`config.mk`:
```
export PLATFORM = sky130hd
export DESIGN_NAME = eivm_external_irq_and_vector_map
export DESIGN_NICKNAME = d
export VERILOG_FILES = /design/src/hdl/eivm_external_irq_and_vector_map.v
export VERILOG_INCLUDE_DIRS = /design/src /design/src/hdl
export SDC_FILE = /design/constraint.sdc
export NUM_CORES = 1
export LEC_CHECK = 0
export ABC_AREA = 1
export BUFFER_PORTS_ARGS = -buffer_cell sky130_fd_sc_hd__buf_2
export CORE_ASPECT_RATIO = 1.2
export CORE_MARGIN = 3
export CORE_UTILIZATION = 59
export CTS_CLUSTER_DIAMETER = 60
export DETAILED_ROUTE_END_ITERATION = 8
export PLACE_DENSITY = 0.86
export SLEW_MARGIN = 10
export SYNTH_ARGS = -nofsm -noshare
export SYNTH_HDL_FRONTEND = slang
export SYNTH_SLANG_ARGS = --single-unit
export TNS_END_PERCENT = 30
```
`constraint.sdc`:
```
create_clock -name clk_sys_in -period 4.98 [get_ports clk_sys_in]
set_input_delay 0 -clock clk_sys_in [delete_from_list [all_inputs] [get_ports clk_sys_in]]
set_output_delay 0 -clock clk_sys_in [all_outputs]
set_load 0.005 [all_outputs]
```
`src/hdl/eivm_map.vh`:
```
// Summary of operation
// - Reset vector at 0x0000; external and group requests at 0x0002 to 0x0008.
// - Other sources follow two words apart, 0x000A to 0x0036, 23 vectors.
// - Pins driven as outputs still trigger their enabled interrupts.
// - Groups a, b, c take pins 7:0, 11:8 and 17:12.
// - Per-group mask registers select contributing pins.
// - Pin-change detection works without the I/O clock, for wake-up.
// - External line triggers on falling edge, rising edge or low level.
// - Low level keeps requesting while the pin stays low.
// - Edge recognition may need the I/O clock running.
// - Low-level detection is asynchronous and wakes from any sleep.
// - The I/O clock stops in every sleep mode except Idle.
// - Level gone before wake-up: no handler, resume after sleep.
// - Sense code 00 low, 01 any change, 10 falling, 11 rising.
// - Flags set on events; cleared by vector taken or writing one.
// - A pin contributes only with its mask bit and group enable.
// - Pins sampled first; pulses over one clock always trigger.
`ifndef EIVM_MAP_VH
`define EIVM_MAP_VH
`define EIVM_OFF_CTRL      12'h000
`define EIVM_OFF_ENABLE    12'h004
`define EIVM_OFF_FLAGS     12'h008
`define EIVM_OFF_MASK_A    12'h00C
`define EIVM_OFF_MASK_B    12'h010
`define EIVM_OFF_MASK_C    12'h014
`define EIVM_OFF_PINS      12'h018
`define EIVM_OFF_VECTOR    12'h01C
`define EIVM_OFF_PERIPH    12'h020
`define EIVM_EN_EXT        3
`define EIVM_EN_GRP_C      2
`define EIVM_EN_GRP_B      1
`define EIVM_EN_GRP_A      0
`define EIVM_SENSE_LOW     2'h0
`define EIVM_SENSE_ANY     2'h1
`define EIVM_SENSE_FALL    2'h2
`define EIVM_SENSE_RISE    2'h3
`define EIVM_VEC_RESET     6'h00
`define EIVM_VEC_EXT       6'h02
`define EIVM_VEC_GRP_A     6'h04
`define EIVM_VEC_GRP_B     6'h06
`define EIVM_VEC_GRP_C     6'h08
`define EIVM_VEC_WDOG      6'h0A
`define EIVM_VEC_TOUCH     6'h36
`define EIVM_NUM_PERIPH    23
`define EIVM_RST_ZERO      32'h0000_0000
`endif

```
`src/hdl/eivm_external_irq_and_vector_map.v`:
```
// The AXI4-Lite slave port and the address map are this design's own decisions.
`timescale 1ns/1ns
`default_nettype none
`include "eivm_map.vh"

module eivm_external_irq_and_vector_map
(
  input  wire        clk_sys_in,
  input  wire        reset_in,
  input  wire        io_clk_run_in,
  input  wire        wake_done_in,
  input  wire        ext_irq_line_in,
  input  wire [17:0] pin_change_input_in,
  input  wire [22:0] periph_req_in,
  input  wire        vec_taken_in,
  input  wire        s_axi_awvalid,
  output wire        s_axi_awready,
  input  wire [11:0] s_axi_awaddr,
  input  wire        s_axi_wvalid,
  output wire        s_axi_wready,
  input  wire [31:0] s_axi_wdata,
  input  wire [3:0]  s_axi_wstrb,
  output wire        s_axi_bvalid,
  input  wire        s_axi_bready,
  output wire [1:0]  s_axi_bresp,
  input  wire        s_axi_arvalid,
  output wire        s_axi_arready,
  input  wire [11:0] s_axi_araddr,
  output wire        s_axi_rvalid,
  input  wire        s_axi_rready,
  output wire [31:0] s_axi_rdata,
  output wire [1:0]  s_axi_rresp,
  output wire        irq_pending_out,
  output wire [5:0]  vector_addr_out,
  output wire        wake_req_out,
  output wire        ext_level_req_out
);

  // ****************************************************************
  // Registers and synchronisers
  // ****************************************************************
  reg  [1:0]  ext_irq_sense_sel_ff;
  reg  [3:0]  enable_ff;
  reg  [3:0]  flag_ff;
  reg  [7:0]  pin_mask_group_a_ff;
  reg  [3:0]  pin_mask_group_b_ff;
  reg  [5:0]  pin_mask_group_c_ff;
  reg  [22:0] periph_en_ff;
  reg         ext_s1_ff;
  reg         ext_s2_ff;
  reg         ext_prev_ff;
  reg  [17:0] pin_s1_ff;
  reg  [17:0] pin_s2_ff;
  reg  [17:0] pin_prev_ff;
  reg  [5:0]  vector_ff;
  reg         pend_ff;
  reg         aw_ff;
  reg         w_ff;
  reg  [11:0] awaddr_ff;
  reg  [31:0] wdata_ff;
  reg         bvalid_ff;
  reg  [1:0]  bresp_ff;
  reg         rvalid_ff;
  reg  [31:0] rdata_ff;
  reg  [1:0]  rresp_ff;

  wire [17:0] pin_mask_all;
  wire [17:0] pin_toggle;
  wire [2:0]  grp_event;
  wire        ext_rise;
  wire        ext_fall;
  wire        ext_edge_ev;
  wire        level_mode;
  wire        wr_fire;
  wire [3:0]  flag_set;
  wire [3:0]  flag_clr;
  wire [3:0]  flag_view;
  wire [3:0]  live_req;
  wire [22:0] periph_live;
  reg  [5:0]  nxt_vector;
  reg         nxt_pend;
  integer     i;

  // Address decode used by both the write and read paths.
  function known_addr;
    input [11:0] a;
    begin
      known_addr = (a == `EIVM_OFF_CTRL) || (a == `EIVM_OFF_ENABLE) ||
                   (a == `EIVM_OFF_FLAGS) || (a == `EIVM_OFF_MASK_A) ||
                   (a == `EIVM_OFF_MASK_B) || (a == `EIVM_OFF_MASK_C) ||
                   (a == `EIVM_OFF_PINS) || (a == `EIVM_OFF_VECTOR) ||
                   (a == `EIVM_OFF_PERIPH);
    end
  endfunction

  // Pins are sampled through two stages before the event compare; only the wake request compares the raw pin.
  always @(posedge clk_sys_in)
  begin
    if (reset_in)
    begin
      ext_s1_ff   <= 1'b1;
      ext_s2_ff   <= 1'b1;
      ext_prev_ff <= 1'b1;
      pin_s1_ff   <= 18'h00000;
      pin_s2_ff   <= 18'h00000;
      pin_prev_ff <= 18'h00000;
    end
    else
    begin
      ext_s1_ff   <= ext_irq_line_in;
      ext_s2_ff   <= ext_s1_ff;
      pin_s1_ff   <= pin_change_input_in;
      pin_s2_ff   <= pin_s1_ff;
      pin_prev_ff <= pin_s2_ff;
      if (io_clk_run_in)
      begin
        ext_prev_ff <= ext_s2_ff;
      end
    end
  end

  // ****************************************************************
  // Event detection
  // ****************************************************************
  // Pins are read from the pad, so an output-driven pin still fires.
  assign pin_mask_all = {pin_mask_group_c_ff, pin_mask_group_b_ff, pin_mask_group_a_ff};
  assign pin_toggle   = (pin_s2_ff ^ pin_prev_ff) & pin_mask_all;
  assign grp_event[0] = |pin_toggle[7:0];
  assign grp_event[1] = |pin_toggle[11:8];
  assign grp_event[2] = |pin_toggle[17:12];

  // Edges only count while the I/O clock is running.
  assign ext_rise  = io_clk_run_in & ext_s2_ff & ~ext_prev_ff;
  assign ext_fall  = io_clk_run_in & ~ext_s2_ff & ext_prev_ff;
  assign level_mode = (ext_irq_sense_sel_ff == `EIVM_SENSE_LOW);
  assign ext_edge_ev =
    ((ext_irq_sense_sel_ff == `EIVM_SENSE_ANY)  & (ext_rise | ext_fall)) |
    ((ext_irq_sense_sel_ff == `EIVM_SENSE_FALL) & ext_fall) |
    ((ext_irq_sense_sel_ff == `EIVM_SENSE_RISE) & ext_rise);

  // Low level is a raw combinational request straight from the pin.
  assign ext_level_req_out = level_mode & enable_ff[`EIVM_EN_EXT] & ~ext_irq_line_in;
  // A toggle on a masked-in pin of an enabled group, or the low-level request, asks the clock system to wake up.
  assign wake_req_out = ext_level_req_out |
    (|((pin_change_input_in ^ pin_s2_ff) & pin_mask_all &
       {{6{enable_ff[2]}}, {4{enable_ff[1]}}, {8{enable_ff[0]}}}));

  // ****************************************************************
  // Flags and vector selection
  // ****************************************************************
  assign wr_fire  = aw_ff & w_ff & ~bvalid_ff;
  assign flag_set = {ext_edge_ev & ~level_mode, grp_event};
  assign flag_clr = ({4{wr_fire & (awaddr_ff == `EIVM_OFF_FLAGS)}} & wdata_ff[3:0]) |
                    ({4{vec_taken_in & pend_ff}} &
                     {vector_ff == `EIVM_VEC_EXT, vector_ff == `EIVM_VEC_GRP_C,
                      vector_ff == `EIVM_VEC_GRP_B, vector_ff == `EIVM_VEC_GRP_A});
  // Level mode keeps the flag clear; the request is the synchronised level.
  assign flag_view = {flag_ff[3] & ~level_mode, flag_ff[2:0]};
  assign live_req  = {(flag_view[3] | (level_mode & ~ext_s2_ff)) & enable_ff[3],
                      flag_view[2:0] & enable_ff[2:0]};
  assign periph_live = periph_req_in & periph_en_ff;

  // Lowest vector address wins; level loss before service drops it.
  always @*
  begin
    nxt_pend   = 1'b0;
    nxt_vector = `EIVM_VEC_RESET;
    if (live_req[3])
    begin
      nxt_pend   = 1'b1;
      nxt_vector = `EIVM_VEC_EXT;
    end
    else if (live_req[0])
    begin
      nxt_pend   = 1'b1;
      nxt_vector = `EIVM_VEC_GRP_A;
    end
    else if (live_req[1])
    begin
      nxt_pend   = 1'b1;
      nxt_vector = `EIVM_VEC_GRP_B;
    end
    else if (live_req[2])
    begin
      nxt_pend   = 1'b1;
      nxt_vector = `EIVM_VEC_GRP_C;
    end
    else
    begin
      for (i = `EIVM_NUM_PERIPH - 1; i >= 0; i = i - 1)
      begin
        if (periph_live[i])
        begin
          nxt_pend   = 1'b1;
          nxt_vector = `EIVM_VEC_WDOG + {i[4:0], 1'b0};
        end
      end
    end
    if (!wake_done_in)
    begin
      nxt_pend = 1'b0;
    end
  end

  // Registers the flags and the selected request with its vector.
  always @(posedge clk_sys_in)
  begin
    if (reset_in)
    begin
      flag_ff   <= 4'h0;
      pend_ff   <= 1'b0;
      vector_ff <= `EIVM_VEC_RESET;
    end
    else
    begin
      flag_ff   <= flag_set | (flag_ff & ~flag_clr);   // Set wins.
      pend_ff   <= nxt_pend;
      vector_ff <= nxt_vector;
    end
  end

  assign irq_pending_out = pend_ff;
  assign vector_addr_out = vector_ff;

  // ****************************************************************
  // AXI4-Lite slave
  // ****************************************************************
  assign s_axi_awready = ~aw_ff & ~bvalid_ff;
  assign s_axi_wready  = ~w_ff & ~bvalid_ff;
  assign s_axi_bvalid  = bvalid_ff;
  assign s_axi_bresp   = bresp_ff;
  assign s_axi_arready = ~rvalid_ff;
  assign s_axi_rvalid  = rvalid_ff;
  assign s_axi_rdata   = rdata_ff;
  assign s_axi_rresp   = rresp_ff;

  // Write path: address and data in either order, one response.
  always @(posedge clk_sys_in)
  begin
    if (reset_in)
    begin
      aw_ff                <= 1'b0;
      w_ff                 <= 1'b0;
      awaddr_ff            <= 12'h000;
      wdata_ff             <= `EIVM_RST_ZERO;
      bvalid_ff            <= 1'b0;
      bresp_ff             <= 2'h0;
      ext_irq_sense_sel_ff <= `EIVM_SENSE_LOW;
      enable_ff            <= 4'h0;
      pin_mask_group_a_ff  <= 8'h00;
      pin_mask_group_b_ff  <= 4'h0;
      pin_mask_group_c_ff  <= 6'h00;
      periph_en_ff         <= 23'h000000;
    end
    else
    begin
      if (s_axi_awvalid && s_axi_awready)
      begin
        aw_ff     <= 1'b1;
        awaddr_ff <= s_axi_awaddr;
      end
      if (s_axi_wvalid && s_axi_wready)
      begin
        w_ff     <= 1'b1;
        wdata_ff <= s_axi_wdata & {{8{s_axi_wstrb[3]}}, {8{s_axi_wstrb[2]}},
                                   {8{s_axi_wstrb[1]}}, {8{s_axi_wstrb[0]}}};
      end
      if (wr_fire)
      begin
        aw_ff     <= 1'b0;
        w_ff      <= 1'b0;
        bvalid_ff <= 1'b1;
        bresp_ff  <= known_addr(awaddr_ff) ? 2'h0 : 2'h3;
        if (awaddr_ff == `EIVM_OFF_CTRL)
          ext_irq_sense_sel_ff <= wdata_ff[1:0];
        else if (awaddr_ff == `EIVM_OFF_ENABLE)
          enable_ff <= wdata_ff[3:0];
        else if (awaddr_ff == `EIVM_OFF_MASK_A)
          pin_mask_group_a_ff <= wdata_ff[7:0];
        else if (awaddr_ff == `EIVM_OFF_MASK_B)
          pin_mask_group_b_ff <= wdata_ff[3:0];
        else if (awaddr_ff == `EIVM_OFF_MASK_C)
          pin_mask_group_c_ff <= wdata_ff[5:0];
        else if (awaddr_ff == `EIVM_OFF_PERIPH)
          periph_en_ff <= wdata_ff[22:0];
      end
      else if (bvalid_ff && s_axi_bready)
      begin
        bvalid_ff <= 1'b0;
      end
    end
  end

  // Read path: one cycle from address to data.
  always @(posedge clk_sys_in)
  begin
    if (reset_in)
    begin
      rvalid_ff <= 1'b0;
      rdata_ff  <= `EIVM_RST_ZERO;
      rresp_ff  <= 2'h0;
    end
    else if (s_axi_arvalid && s_axi_arready)
    begin
      rvalid_ff <= 1'b1;
      rresp_ff  <= known_addr(s_axi_araddr) ? 2'h0 : 2'h3;
      if (s_axi_araddr == `EIVM_OFF_CTRL)
        rdata_ff <= {30'h00000000, ext_irq_sense_sel_ff};
      else if (s_axi_araddr == `EIVM_OFF_ENABLE)
        rdata_ff <= {28'h0000000, enable_ff};
      else if (s_axi_araddr == `EIVM_OFF_FLAGS)
        rdata_ff <= {28'h0000000, flag_view};
      else if (s_axi_araddr == `EIVM_OFF_MASK_A)
        rdata_ff <= {24'h000000, pin_mask_group_a_ff};
      else if (s_axi_araddr == `EIVM_OFF_MASK_B)
        rdata_ff <= {28'h0000000, pin_mask_group_b_ff};
      else if (s_axi_araddr == `EIVM_OFF_MASK_C)
        rdata_ff <= {26'h0000000, pin_mask_group_c_ff};
      else if (s_axi_araddr == `EIVM_OFF_PINS)
        rdata_ff <= {13'h0000, ext_s2_ff, pin_s2_ff};
      else if (s_axi_araddr == `EIVM_OFF_VECTOR)
        rdata_ff <= {25'h0000000, pend_ff, vector_ff};
      else if (s_axi_araddr == `EIVM_OFF_PERIPH)
        rdata_ff <= {9'h000, periph_en_ff};
      else
        rdata_ff <= `EIVM_RST_ZERO;
    end
    else if (rvalid_ff && s_axi_rready)
    begin
      rvalid_ff <= 1'b0;
    end
  end

endmodule // eivm_external_irq_and_vector_map

`default_nettype wire

```
Word level (Yosys, flattened, before mapping) --
Index checks and enable logic that the tools add are counted.
Word-level totals: bits of input ports 112, logic and storage cells 216, register bits after elaboration 190, output and inout port bits 50
Operators by class: multiplexer cells 69, bitwise logic cells 52, reduce and logical (&&, ||, !) cells 43, equal/unequal tests 23
Operators with widths (number):
- 2-to-1 mux 23 bit | 9
- equality test 12 x 5 -> 1 bit (second input constant) | 8
- 2-to-1 mux 6 bit | 12
- AND 18 bit | 3
- equality test 12 x 4 -> 1 bit (second input constant) | 4
- AND 23 bit | 2
- 2-to-1 mux 5 bit | 8
- bitwise XOR 18 bit | 2
- 2-to-1 mux 1 bit | 31
- OR reduction 27 bit | 1
- equality test 12 x 3 -> 1 bit (second input constant) | 2
- equality test 12 x 6 -> 1 bit (second input constant) | 2
- zero test 12 bit | 2
- AND 1 bit | 19
- OR reduction 18 bit | 1
- logical OR 1 bit | 16
- 2-to-1 mux 4 bit | 4
- OR reduction 16 bit | 1
- OR reduction 8 bit | 2
- inverter 1 bit | 14
- AND 4 bit | 3
- equality test 6 x 3 -> 1 bit (second input constant) | 2
- OR 4 bit | 2
- OR reduction 4 bit | 2
- 20 further kinds | 35

Depth between registers and ports, before layout --
Gate-level depths: netlist of the first run.
depth in word-level cells 28, mapped depth 28, depth with buffers taken out 28

Worst setup path before layout of the first run --
No wires, ideal clock.
kind register to register, start reg awaddr_ff[8], end reg pin_mask_group_c_ff[2], path slack 3.109 ns, stages on the path, launching flop included 12, path buffers 1, required time 4.858 ns, period minus slack after synthesis 1.871 ns, arrival time 1.749 ns, cell sequence dfxtp_1 > nor4_4 > inv_2 > nor4_1 > inv_1 > nor2_1 > nor3_2 > inv_2 > nor3_2 > buf_2 > o21ai_0 > a21oi_1
Between the ends: word-level cells in the longest chain between the ends 3, elaborated cells between the ends (all ways) 10
RTL lines:
- start, declared | RTL line eivm_external_irq_and_vector_map.v:59 | reg [11:0] awaddr_ff;
- start signal, assigned | RTL line eivm_external_irq_and_vector_map.v:260 | awaddr_ff <= s_axi_awaddr;
- equality test 12 x 5 -> 1 bit (no source line), or another cell as far along
- inverter 1 bit (no source line)
- AND reduction 6 bit (no source line) *
- end signal, assigned | RTL line eivm_external_irq_and_vector_map.v:283 | pin_mask_group_c_ff <= wdata_ff[5:0];
- end, declared | RTL line eivm_external_irq_and_vector_map.v:47 | reg [5:0] pin_mask_group_c_ff;
Mark *: on every way between the ends. The rest lies on a longest branch, timed or not. A chain may end at the register's enable or synchronous reset.

Worst setup path after layout of the first run --
start reg bvalid_ff, in the netlist s_axi_bvalid, end reg wdata_ff[8]
Between the ends: word-level cells in the longest chain between the ends 3
RTL lines:
- start, declared | RTL line eivm_external_irq_and_vector_map.v:61 | reg bvalid_ff;
- start signal, assigned | RTL line eivm_external_irq_and_vector_map.v:246 | bvalid_ff <= 1'b0;
- start signal, assigned | RTL line eivm_external_irq_and_vector_map.v:272 | bvalid_ff <= 1'b1;
- start signal, assigned | RTL line eivm_external_irq_and_vector_map.v:289 | bvalid_ff <= 1'b0;
- inverter 1 bit | RTL line eivm_external_irq_and_vector_map.v:229 | assign s_axi_wready = ~w_ff & ~bvalid_ff;
- AND 1 bit | RTL line eivm_external_irq_and_vector_map.v:229
- logical AND 1 bit | RTL line eivm_external_irq_and_vector_map.v:262 | if (s_axi_wvalid && s_axi_wready)
- end signal, assigned | RTL line eivm_external_irq_and_vector_map.v:245 | wdata_ff <= `EIVM_RST_ZERO;
- end signal, assigned | RTL line eivm_external_irq_and_vector_map.v:265 | wdata_ff <= s_axi_wdata & {{8{s_axi_wstrb[3]}}, {8{s_axi_wstrb[2]}},
- end, declared | RTL line eivm_external_irq_and_vector_map.v:60 | reg [31:0] wdata_ff;
Every way passes these cells.

==> parameters.txt, run 1 <==
Parameter                              Value

Yosys
  Most common flop cell mapped by yosys    sky130_fd_sc_hd__dfxtp_1
  Sequential area share after synthesis    46.4%
  Library cell occupying the most area in the post-synthesis netlist    sky130_fd_sc_hd__dfxtp_1
  Post-synthesis register bit count    178
  Post-synth ARST share    0%
  Area contributors post-synth    sky130_fd_sc_hd__dfxtp_1, sky130_fd_sc_hd__a21oi_1, sky130_fd_sc_hd__nand2_1
  Synth Cell Area    7680 um^2
  Post-synth top area share    46.4%
  Average instance area after synthesis    7.35 um^2
  Unique masters post-synth    46
  Dominant cell by count in the synthesized netlist    sky130_fd_sc_hd__dfxtp_1
  Synth warnings    0
  Cell count after synthesis    1045
  Ranking of synthesized cells by instance count    sky130_fd_sc_hd__dfxtp_1, sky130_fd_sc_hd__nand2_1, sky130_fd_sc_hd__nor2_1
  Number of enable-type register cells in the synthesized netlist    0

Placement
  Place WS    2.40 ns
  Placed Cells    1311
  Detail Placement HPWL    15700 um
  Number of port buffers    141
  Final GP Congestion    0.937

Die
  Vertical die dimension    131 um
  Die footprint    14400 um^2
  Initial cell density of the core    60.6%
  Floorplan die width    110 um
  Core Area    12700 um^2
  Total number of placement rows    45
  Ports placed on the boundary    162

Setup path
  Critical Path Slowest Stage Cell    sky130_fd_sc_hd__inv_1
  Critical Path Source Type    flip-flop
  R2R Path Start    s_axi_bvalid
  CP endpoint kind    flip-flop
  Critical Path RT    5.32 ns
  Max incr delay on CP    0.72 ns
  Critical path class    reg2reg
  Worst Path Arrival    3.36 ns
  Endpoint of the worst register-to-register path    wdata_ff[8]
  CP bufs+invs    2
  Slack of the worst reg-to-reg path    1.96 ns
  Depth of the most critical reg-to-reg path    6
  Maximum net fanout on the critical path    32
  Series of cell instances along the critical path    nor2_1, nand2_1, inv_1, nand3_1, dlygate4sd3_1, a21oi_1
  Dominant delay contributor by cell family on the critical path    buffers and inverters

Global routing
  Global-route usage over all layers    33.6%
  Vias in the first global route    7480
  Antenna violations before repair    0
  Total overflow reported by the global router    0
  Wire length of the first global-routing pass    37300 um
  Pin count of the biggest net entering global routing    80

Clock tree
  H-tree levels    4
  Clock slew at the register clock pins of the worst setup and hold paths    0.06 ns
  Largest buffer count on any clock path    2
  Root buf cell    sky130_fd_sc_hd__clkbuf_16
  Clock tree from TritonCTS    built
  Num CTS Buffers    17
  Clock tree sinks    178
  Worst skew pair latency    0.43 ns

STA
  Fin. max-slew vios    0
  Slew Limit Headroom    18.6%
  Worst Max-Slew Pin Slew    1.21 ns
  Setup violations, final    0
  Hold Violations, Final    1
  Post-layout min period    3.02 ns
  Final Skew    0.00599 ns
  Unrepaired setup endpoints after global routing    no
  Setup ws final    1.96 ns
  Peak clock frequency supported by timing    331 MHz
  Final period util    60.6%
  Worst Hold Margin    -0.0111 ns
  Setup_tns    0 ns

Pwr
  PwrDens    330 nW/um^2
  Total power of the final layout    3240 uW
  Static leakage    0.00418 uW
  IR drop worst, VDD    0.269 mV

Route
  Top routing layer in use    met4
  Vias after detailed routing    8101
  Met1 WL    9550 um
  Remaining design rule violation count    0
  DRT Wirelength    24300 um
  Violation count after the first detailed-route iteration    631
  Per-cell via count in the routed design    5.69
  Detailed Routing Iterations Pass 1    5
  Number of antenna-violating nets in the routed design    0
  Detailed-route wire length per cell    17.1 um
  Met3 Wirelength    2040 um
  Met2 layer wire length in the routed design    11900 um

Cells and area
  Filler-free cell count of the finished design    1423
  Layout overhead on the synthesized area    28.0%
  Net count of the finished layout    1358
  Number of antenna cells inserted    0
  Share of layout cells above drive strength 1    16.4%

Job
  MaxCap Viol Count    0

Outcome
  Violations in the final reports    negative hold slack
  Status    complete, but fails checks

Min path
  Worst Hold Launch    s_axi_wstrb[0]
  Worst min-delay path class    in2reg
  Min-Delay Endpoint    wdata_ff[7]
  Cell count of the worst hold path    3
==> final cells by class <==
type	count	area, um^2
clock buffer	23	488
clock inverter	9	151
fill	904	2840
inverter	129	484
multi-input combinational	696	3410
sequential	178	3560
tap	164	205
timing repair buffer	224	1530
==> sequential cells by signal, indices dropped and copies added, names as in the netlist, 5 cells and up <==
name and flops:
pin_s1_ff 18, pin_s2_ff 18, s_axi_rdata 23, vector_addr_out 5
pin_prev_ff 18, pin_mask_group_c_ff 6, pin_mask_group_a_ff 8, periph_en_ff 23
awaddr_ff 12, wdata_ff 23
==> metal layers <==
layer	track usage, %	vias up
met4	14.4	0
met1	40.8	3760
met3	7.62	65
li1	-	3876
met5	0	-
met2	57.0	400
==> worst min-delay path, delay by kind of cell <==
family | cells | cell delay (ns)
buffers and inverters | 1 | 0.16
AO/OA/AOI/OAI | 2 | 0.20
==> placed cells by master (no fill, tap or decap), drive strengths merged <==
cell type and n:
or2 5, a31oi 7, dfxtp 178, o21ai 78, xor2 2, a221oi 3, conb 10, o21bai 1
clkinv 7, bufinv 4, o211ai 7, buf 144, a21oi 128, a22o 1, clkinvlp 1, nand3 37
a311oi 1, dlygate4sd3 80, o221ai 2, a32oi 3, a2111oi 1, inv 126, nor3 50, clkbuf 23
o41ai 1, o21a 3, nor2 134, nand2 166, nand4 16, a211oi 7, o2111ai 9, nor4 20
o22ai 2, xnor2 1, o31ai 1
==> stage by stage <==
| stage | cell area [um^2] | utilization (%) |
|---|---|---|
| 2_1_floorplan | 7710 | - |
| 3_3_place_gp | 8390 | 66.2 |
| 3_5_place_dp | 8390 | 66.2 |
| 4_1_cts | 9830 | 77.6 |
| 5_1_grt | 9830 | 77.6 |
| 6_report | 9830 | 77.6 |
==> cells by family (layout without fill, tap and decap cells) <==
family                 after synthesis  after routing  share of synthesized area, %
flip-flops                         178            178                          46.4
AO/OA/AOI/OAI                      255            255                          18.4
XOR/XNOR                             3              3                         0.342
other                                1             10                        0.0488
AND/OR/NAND/NOR                    428            428                          25.1
buffers and inverters              180            385                          9.66
==> worst max-delay path by stage <==
| stage | startpoint | cells after the start | end |
|---|---|---|---|
| 3_5_place_dp | s_axi_bvalid | 9 | pin_mask_group_c_ff[1] |
| 5_1_grt | s_axi_bvalid | 6 | wdata_ff[8] |
| 6_report | s_axi_bvalid | 6 | wdata_ff[8] |
| 4_1_cts | s_axi_bvalid | 6 | wdata_ff[19] |
| 3_3_place_gp | s_axi_bvalid | 9 | pin_mask_group_c_ff[3] |
| 2_1_floorplan | awaddr_ff[8] | 11 | pin_mask_group_c_ff[2] |
==> timing repair <==
item	in CTS	in global routing
hold buffers	80	0
resized for setup	0	0
setup buffers	0	0
hold endpoints to repair	60	0
==> report_power, final <==
| part | internal [uW] | switching (uW) | total, uW | leakage, uW |
|---|---|---|---|---|
| sequential | 1470 | 35.6 | 1500 | 0.00145 |
| clock | 892 | 550 | 1440 | 0.000313 |
| combinational | 120 | 173 | 294 | 0.00241 |
| total | 2480 | 758 | 3240 | 0.00418 |
Note: power is estimated with default switching activity, not from simulation.
==> run 2: changes to the inputs <==
ABC_AREA = 0   (was 1)
CORE_UTILIZATION = 54   (was 59)
PLACE_DENSITY = 0.8   (was 0.86)
clock period = 2.85 ns   (was 4.98 ns; I/O delays follow)
==> parameters.txt, run 2 <==
Parameter                              Value

Outcome
  Status    finished, final reports clean

Setup path
  Critical Path RT    3.24 ns (-2.08 ns)
  R2R Path Start    periph_en_ff[6]
  Critical path class    reg2reg
  Depth of the most critical reg-to-reg path    6 (unchanged)
  Endpoint of the worst register-to-register path    vector_addr_out[2]
  Slack of the worst reg-to-reg path    0.52 ns (-1.44 ns)
  Worst Path Arrival    2.71 ns (-0.65 ns)
  Critical Path Source Type    flip-flop
  Maximum net fanout on the critical path    5 (-84%)
  CP endpoint kind    flip-flop

Pwr
  Switching Fraction    25.3% (+1.9 points)
  Internal portion of total power    3970 uW (+60%)
  PwrDens    543 nW/um^2 (+65%)
  NetSw    1340 uW (+77%)
  Sequential power share    49.1% (+2.7 points)
  Clock group share of total power    42.1% (-2.4 points)
  Static leakage    0.00438 uW (+4.8%)
  IR drop worst, VDD    0.434 mV (+61%)
  Combinational share of power    8.7% (-0.4 points)
  Total power of the final layout    5320 uW (+64%)

STA
  Hold Violations, Final    0 (-1)
  Final Skew    0.0173 ns (+0.0113 ns)
  Peak clock frequency supported by timing    430 MHz (+30%)
  Post-layout min period    2.33 ns (-0.693 ns)
  Slew Limit Headroom    39.0% (+20 points)
  Setup_tns    0 ns (unchanged)
  Unrepaired setup endpoints after global routing    no
  Worst Hold Margin    0.0360 ns (+0.0471 ns)
  Worst Max-Slew Pin Slew    0.913 ns (-0.301 ns)
  Fin. max-slew vios    0 (unchanged)
  Setup ws final    0.523 ns (-1.44 ns)
  Setup violations, final    0 (unchanged)
  Final period util    81.7% (+21 points)

Global routing
  Met2 routing resource usage after global routing    50.4% (-6.6 points)
  Vias in the first global route    6942 (-7.2%)
  Total overflow reported by the global router    0 (unchanged)
  Wire length of the first global-routing pass    35700 um (-4.0%)
  M1 GR Usage    36.1% (-4.7 points)
  Global-route usage over all layers    29.6% (-4.0 points)
  Met3 layer usage reported by global route    5.61% (-2.0 points)
  Most congested layer reported by global routing    met2
  Pin count of the biggest net entering global routing    60 (-25%)
  Antenna violations before repair    0 (unchanged)

Die
  Vertical die dimension    136 um (+3.8%)
  Floorplan die width    114 um (+3.8%)
  Core Area    13500 um^2 (+6.3%)
  Ports placed on the boundary    162 (unchanged)
  Initial cell density of the core    56.4% (-4.2 points)
  Die footprint    15500 um^2 (+7.8%)
  Total number of placement rows    46 (+2.2%)

Yosys
  Dominant cell by count in the synthesized netlist    sky130_fd_sc_hd__dfxtp_1
  Ranking of synthesized cells by instance count    sky130_fd_sc_hd__dfxtp_1, sky130_fd_sc_hd__nand2_1, sky130_fd_sc_hd__a21oi_1
  Post-synth top area share    46.9% (+0.47 points)
  Library cell occupying the most area in the post-synthesis netlist    sky130_fd_sc_hd__dfxtp_1
  Post-synthesis register bit count    178 (unchanged)
  Synth Cell Area    7600 um^2 (-0.99%)
  Synth warnings    0 (unchanged)
  Unique masters post-synth    63 (+37%)
  Cell count after synthesis    860 (-18%)
  Most common flop cell mapped by yosys    sky130_fd_sc_hd__dfxtp_1
  Number of enable-type register cells in the synthesized netlist    0 (unchanged)
  Sequential area share after synthesis    46.9% (+0.47 points)
  Average instance area after synthesis    8.84 um^2 (+20%)
  Post-synth ARST share    0% (unchanged)
  Area contributors post-synth    sky130_fd_sc_hd__dfxtp_1, sky130_fd_sc_hd__mux2i_1, sky130_fd_sc_hd__nand2_1

Route
  Per-cell via count in the routed design    5.68 (-0.18%)
  DRT Wirelength    22900 um (-5.7%)
  Remaining design rule violation count    0 (unchanged)
  Number of antenna-violating nets in the routed design    0 (unchanged)
  Violation count after the first detailed-route iteration    594 (-5.9%)
  Detailed-route wire length per cell    18.4 um (+7.6%)
  Vias after detailed routing    7086 (-13%)
  Detailed Routing Iterations Pass 1    5 (unchanged)

Cells and area
  Commonest cells after routing, fill and taps aside    sky130_fd_sc_hd__dfxtp_1, sky130_fd_sc_hd__buf_2, sky130_fd_sc_hd__nand2_1
  Area of all placed cells without fillers    9790 um^2 (-0.42%)
  Share of layout cells above drive strength 1    18.0% (+1.6 points)
  Sequential cell area    3560 um^2 (unchanged)
  Net count of the finished layout    1178 (-13%)
  Number of antenna cells inserted    0 (unchanged)
  Total area of multi-input combinational cells    3730 um^2 (+9.5%)
  Layout overhead on the synthesized area    28.8%
  Most common library cell in the layout ignoring fill and taps    sky130_fd_sc_hd__dfxtp_1
  Filler cells    1006 (+11%)

Clock tree
  Clock tree sinks    178 (unchanged)
  Clock tree from TritonCTS    built
  Root buf cell    sky130_fd_sc_hd__clkbuf_16
  H-tree levels    4 (unchanged)
  Num CTS Buffers    17 (unchanged)
  Clock slew at the register clock pins of the worst setup and hold paths    0.07 ns (about the same)
  Worst skew pair latency    0.44 ns (about the same)
  Largest buffer count on any clock path    2 (unchanged)

Min path
  Cell count of the worst hold path    4 (+1)
  Min-Delay Endpoint    ext_prev_ff
  Worst min-delay path class    in2reg
  Worst Hold Launch    reset_in

Job
  MaxCap Viol Count    0 (unchanged)

Placement
  Area of placed instances    8360 um^2 (-0.34%)
  Final GP Congestion    1.00 (+7.0%)
  Place WS    0.693 ns (-1.71 ns)
  Number of port buffers    141 (unchanged)
  Detail Placement HPWL    15200 um (-3.2%)
## run 2: worst max path at each step
stage                     cells past startpoint                 end  slack [ns]            start
after floorplan                               5          flag_ff[0]        0.95     awaddr_ff[1]
after global placement                        6      s_axi_rdata[2]        0.72  s_axi_araddr[1]
after detailed placement                      6      s_axi_rdata[2]        0.69  s_axi_araddr[1]
after CTS                                     6  vector_addr_out[2]        0.58  periph_en_ff[6]
after global routing                          5         wdata_ff[1]        0.39     s_axi_bvalid
final                                         6  vector_addr_out[2]        0.52  periph_en_ff[6]
## run 2: kinds of logic after synthesis
group | count (synthesis) | synth area share (%)
compound gates | 178 | 15.4
mux | 53 | 7.03
xor+xnor | 37 | 4.26
other cells | 1 | 0.0493
buf+inv | 77 | 4.51
flops | 178 | 46.9
simple gates | 336 | 21.9
## run 2: repair_timing
action	CTS	global route
endpoints found under the hold margin	61	0
hold buffers	86	0
buffers inserted	0	0
resized for setup	0	0
## run 2: power groups by stage
stage	Sequential (uW)	Clock, uW	Combinational (uW)
6_report	2610	2240	465
3_5_place_dp	2660	0	367
4_1_cts	2610	2250	451
3_3_place_gp	2660	0	361
2_1_floorplan	2640	0	236
5_1_grt	2620	2350	508
## run 2: cell type report
cell class                      count  area share (%)
Clock buffer                       20            4.77
Clock inverter                     12            1.02
Inverter                           16           0.613
Multi-Input combinational cell    614            38.1
Sequential cell                   178            36.4
Tap cell                          168            2.15
Timing Repair Buffer              239            16.9
## run 2: worst max-delay path, cell delays in order, from the launching register on
cell                            delay [ns]
sky130_fd_sc_hd__dfxtp_1              0.48
sky130_fd_sc_hd__a22oi_1              0.14
sky130_fd_sc_hd__a222oi_1             0.27
sky130_fd_sc_hd__dlygate4sd3_1        0.60
sky130_fd_sc_hd__nand2_1              0.07
sky130_fd_sc_hd__a31oi_1              0.16
sky130_fd_sc_hd__dlygate4sd3_1        0.55
## run 2: stage by stage
step,util [%],std cells
3_3_place_gp,62.1,1129
4_1_cts,72.7,1247
3_5_place_dp,62.1,1129
2_1_floorplan,-,869
6_report,72.7,1247
5_1_grt,72.7,1247
## run 2: metal layers
metal | vias up | routed length [um]
met4 | 0 | 770
met3 | 62 | 1430
met1 | 3351 | 9350
met2 | 273 | 11400
li1 | 3400 | -
met5 | - | 0
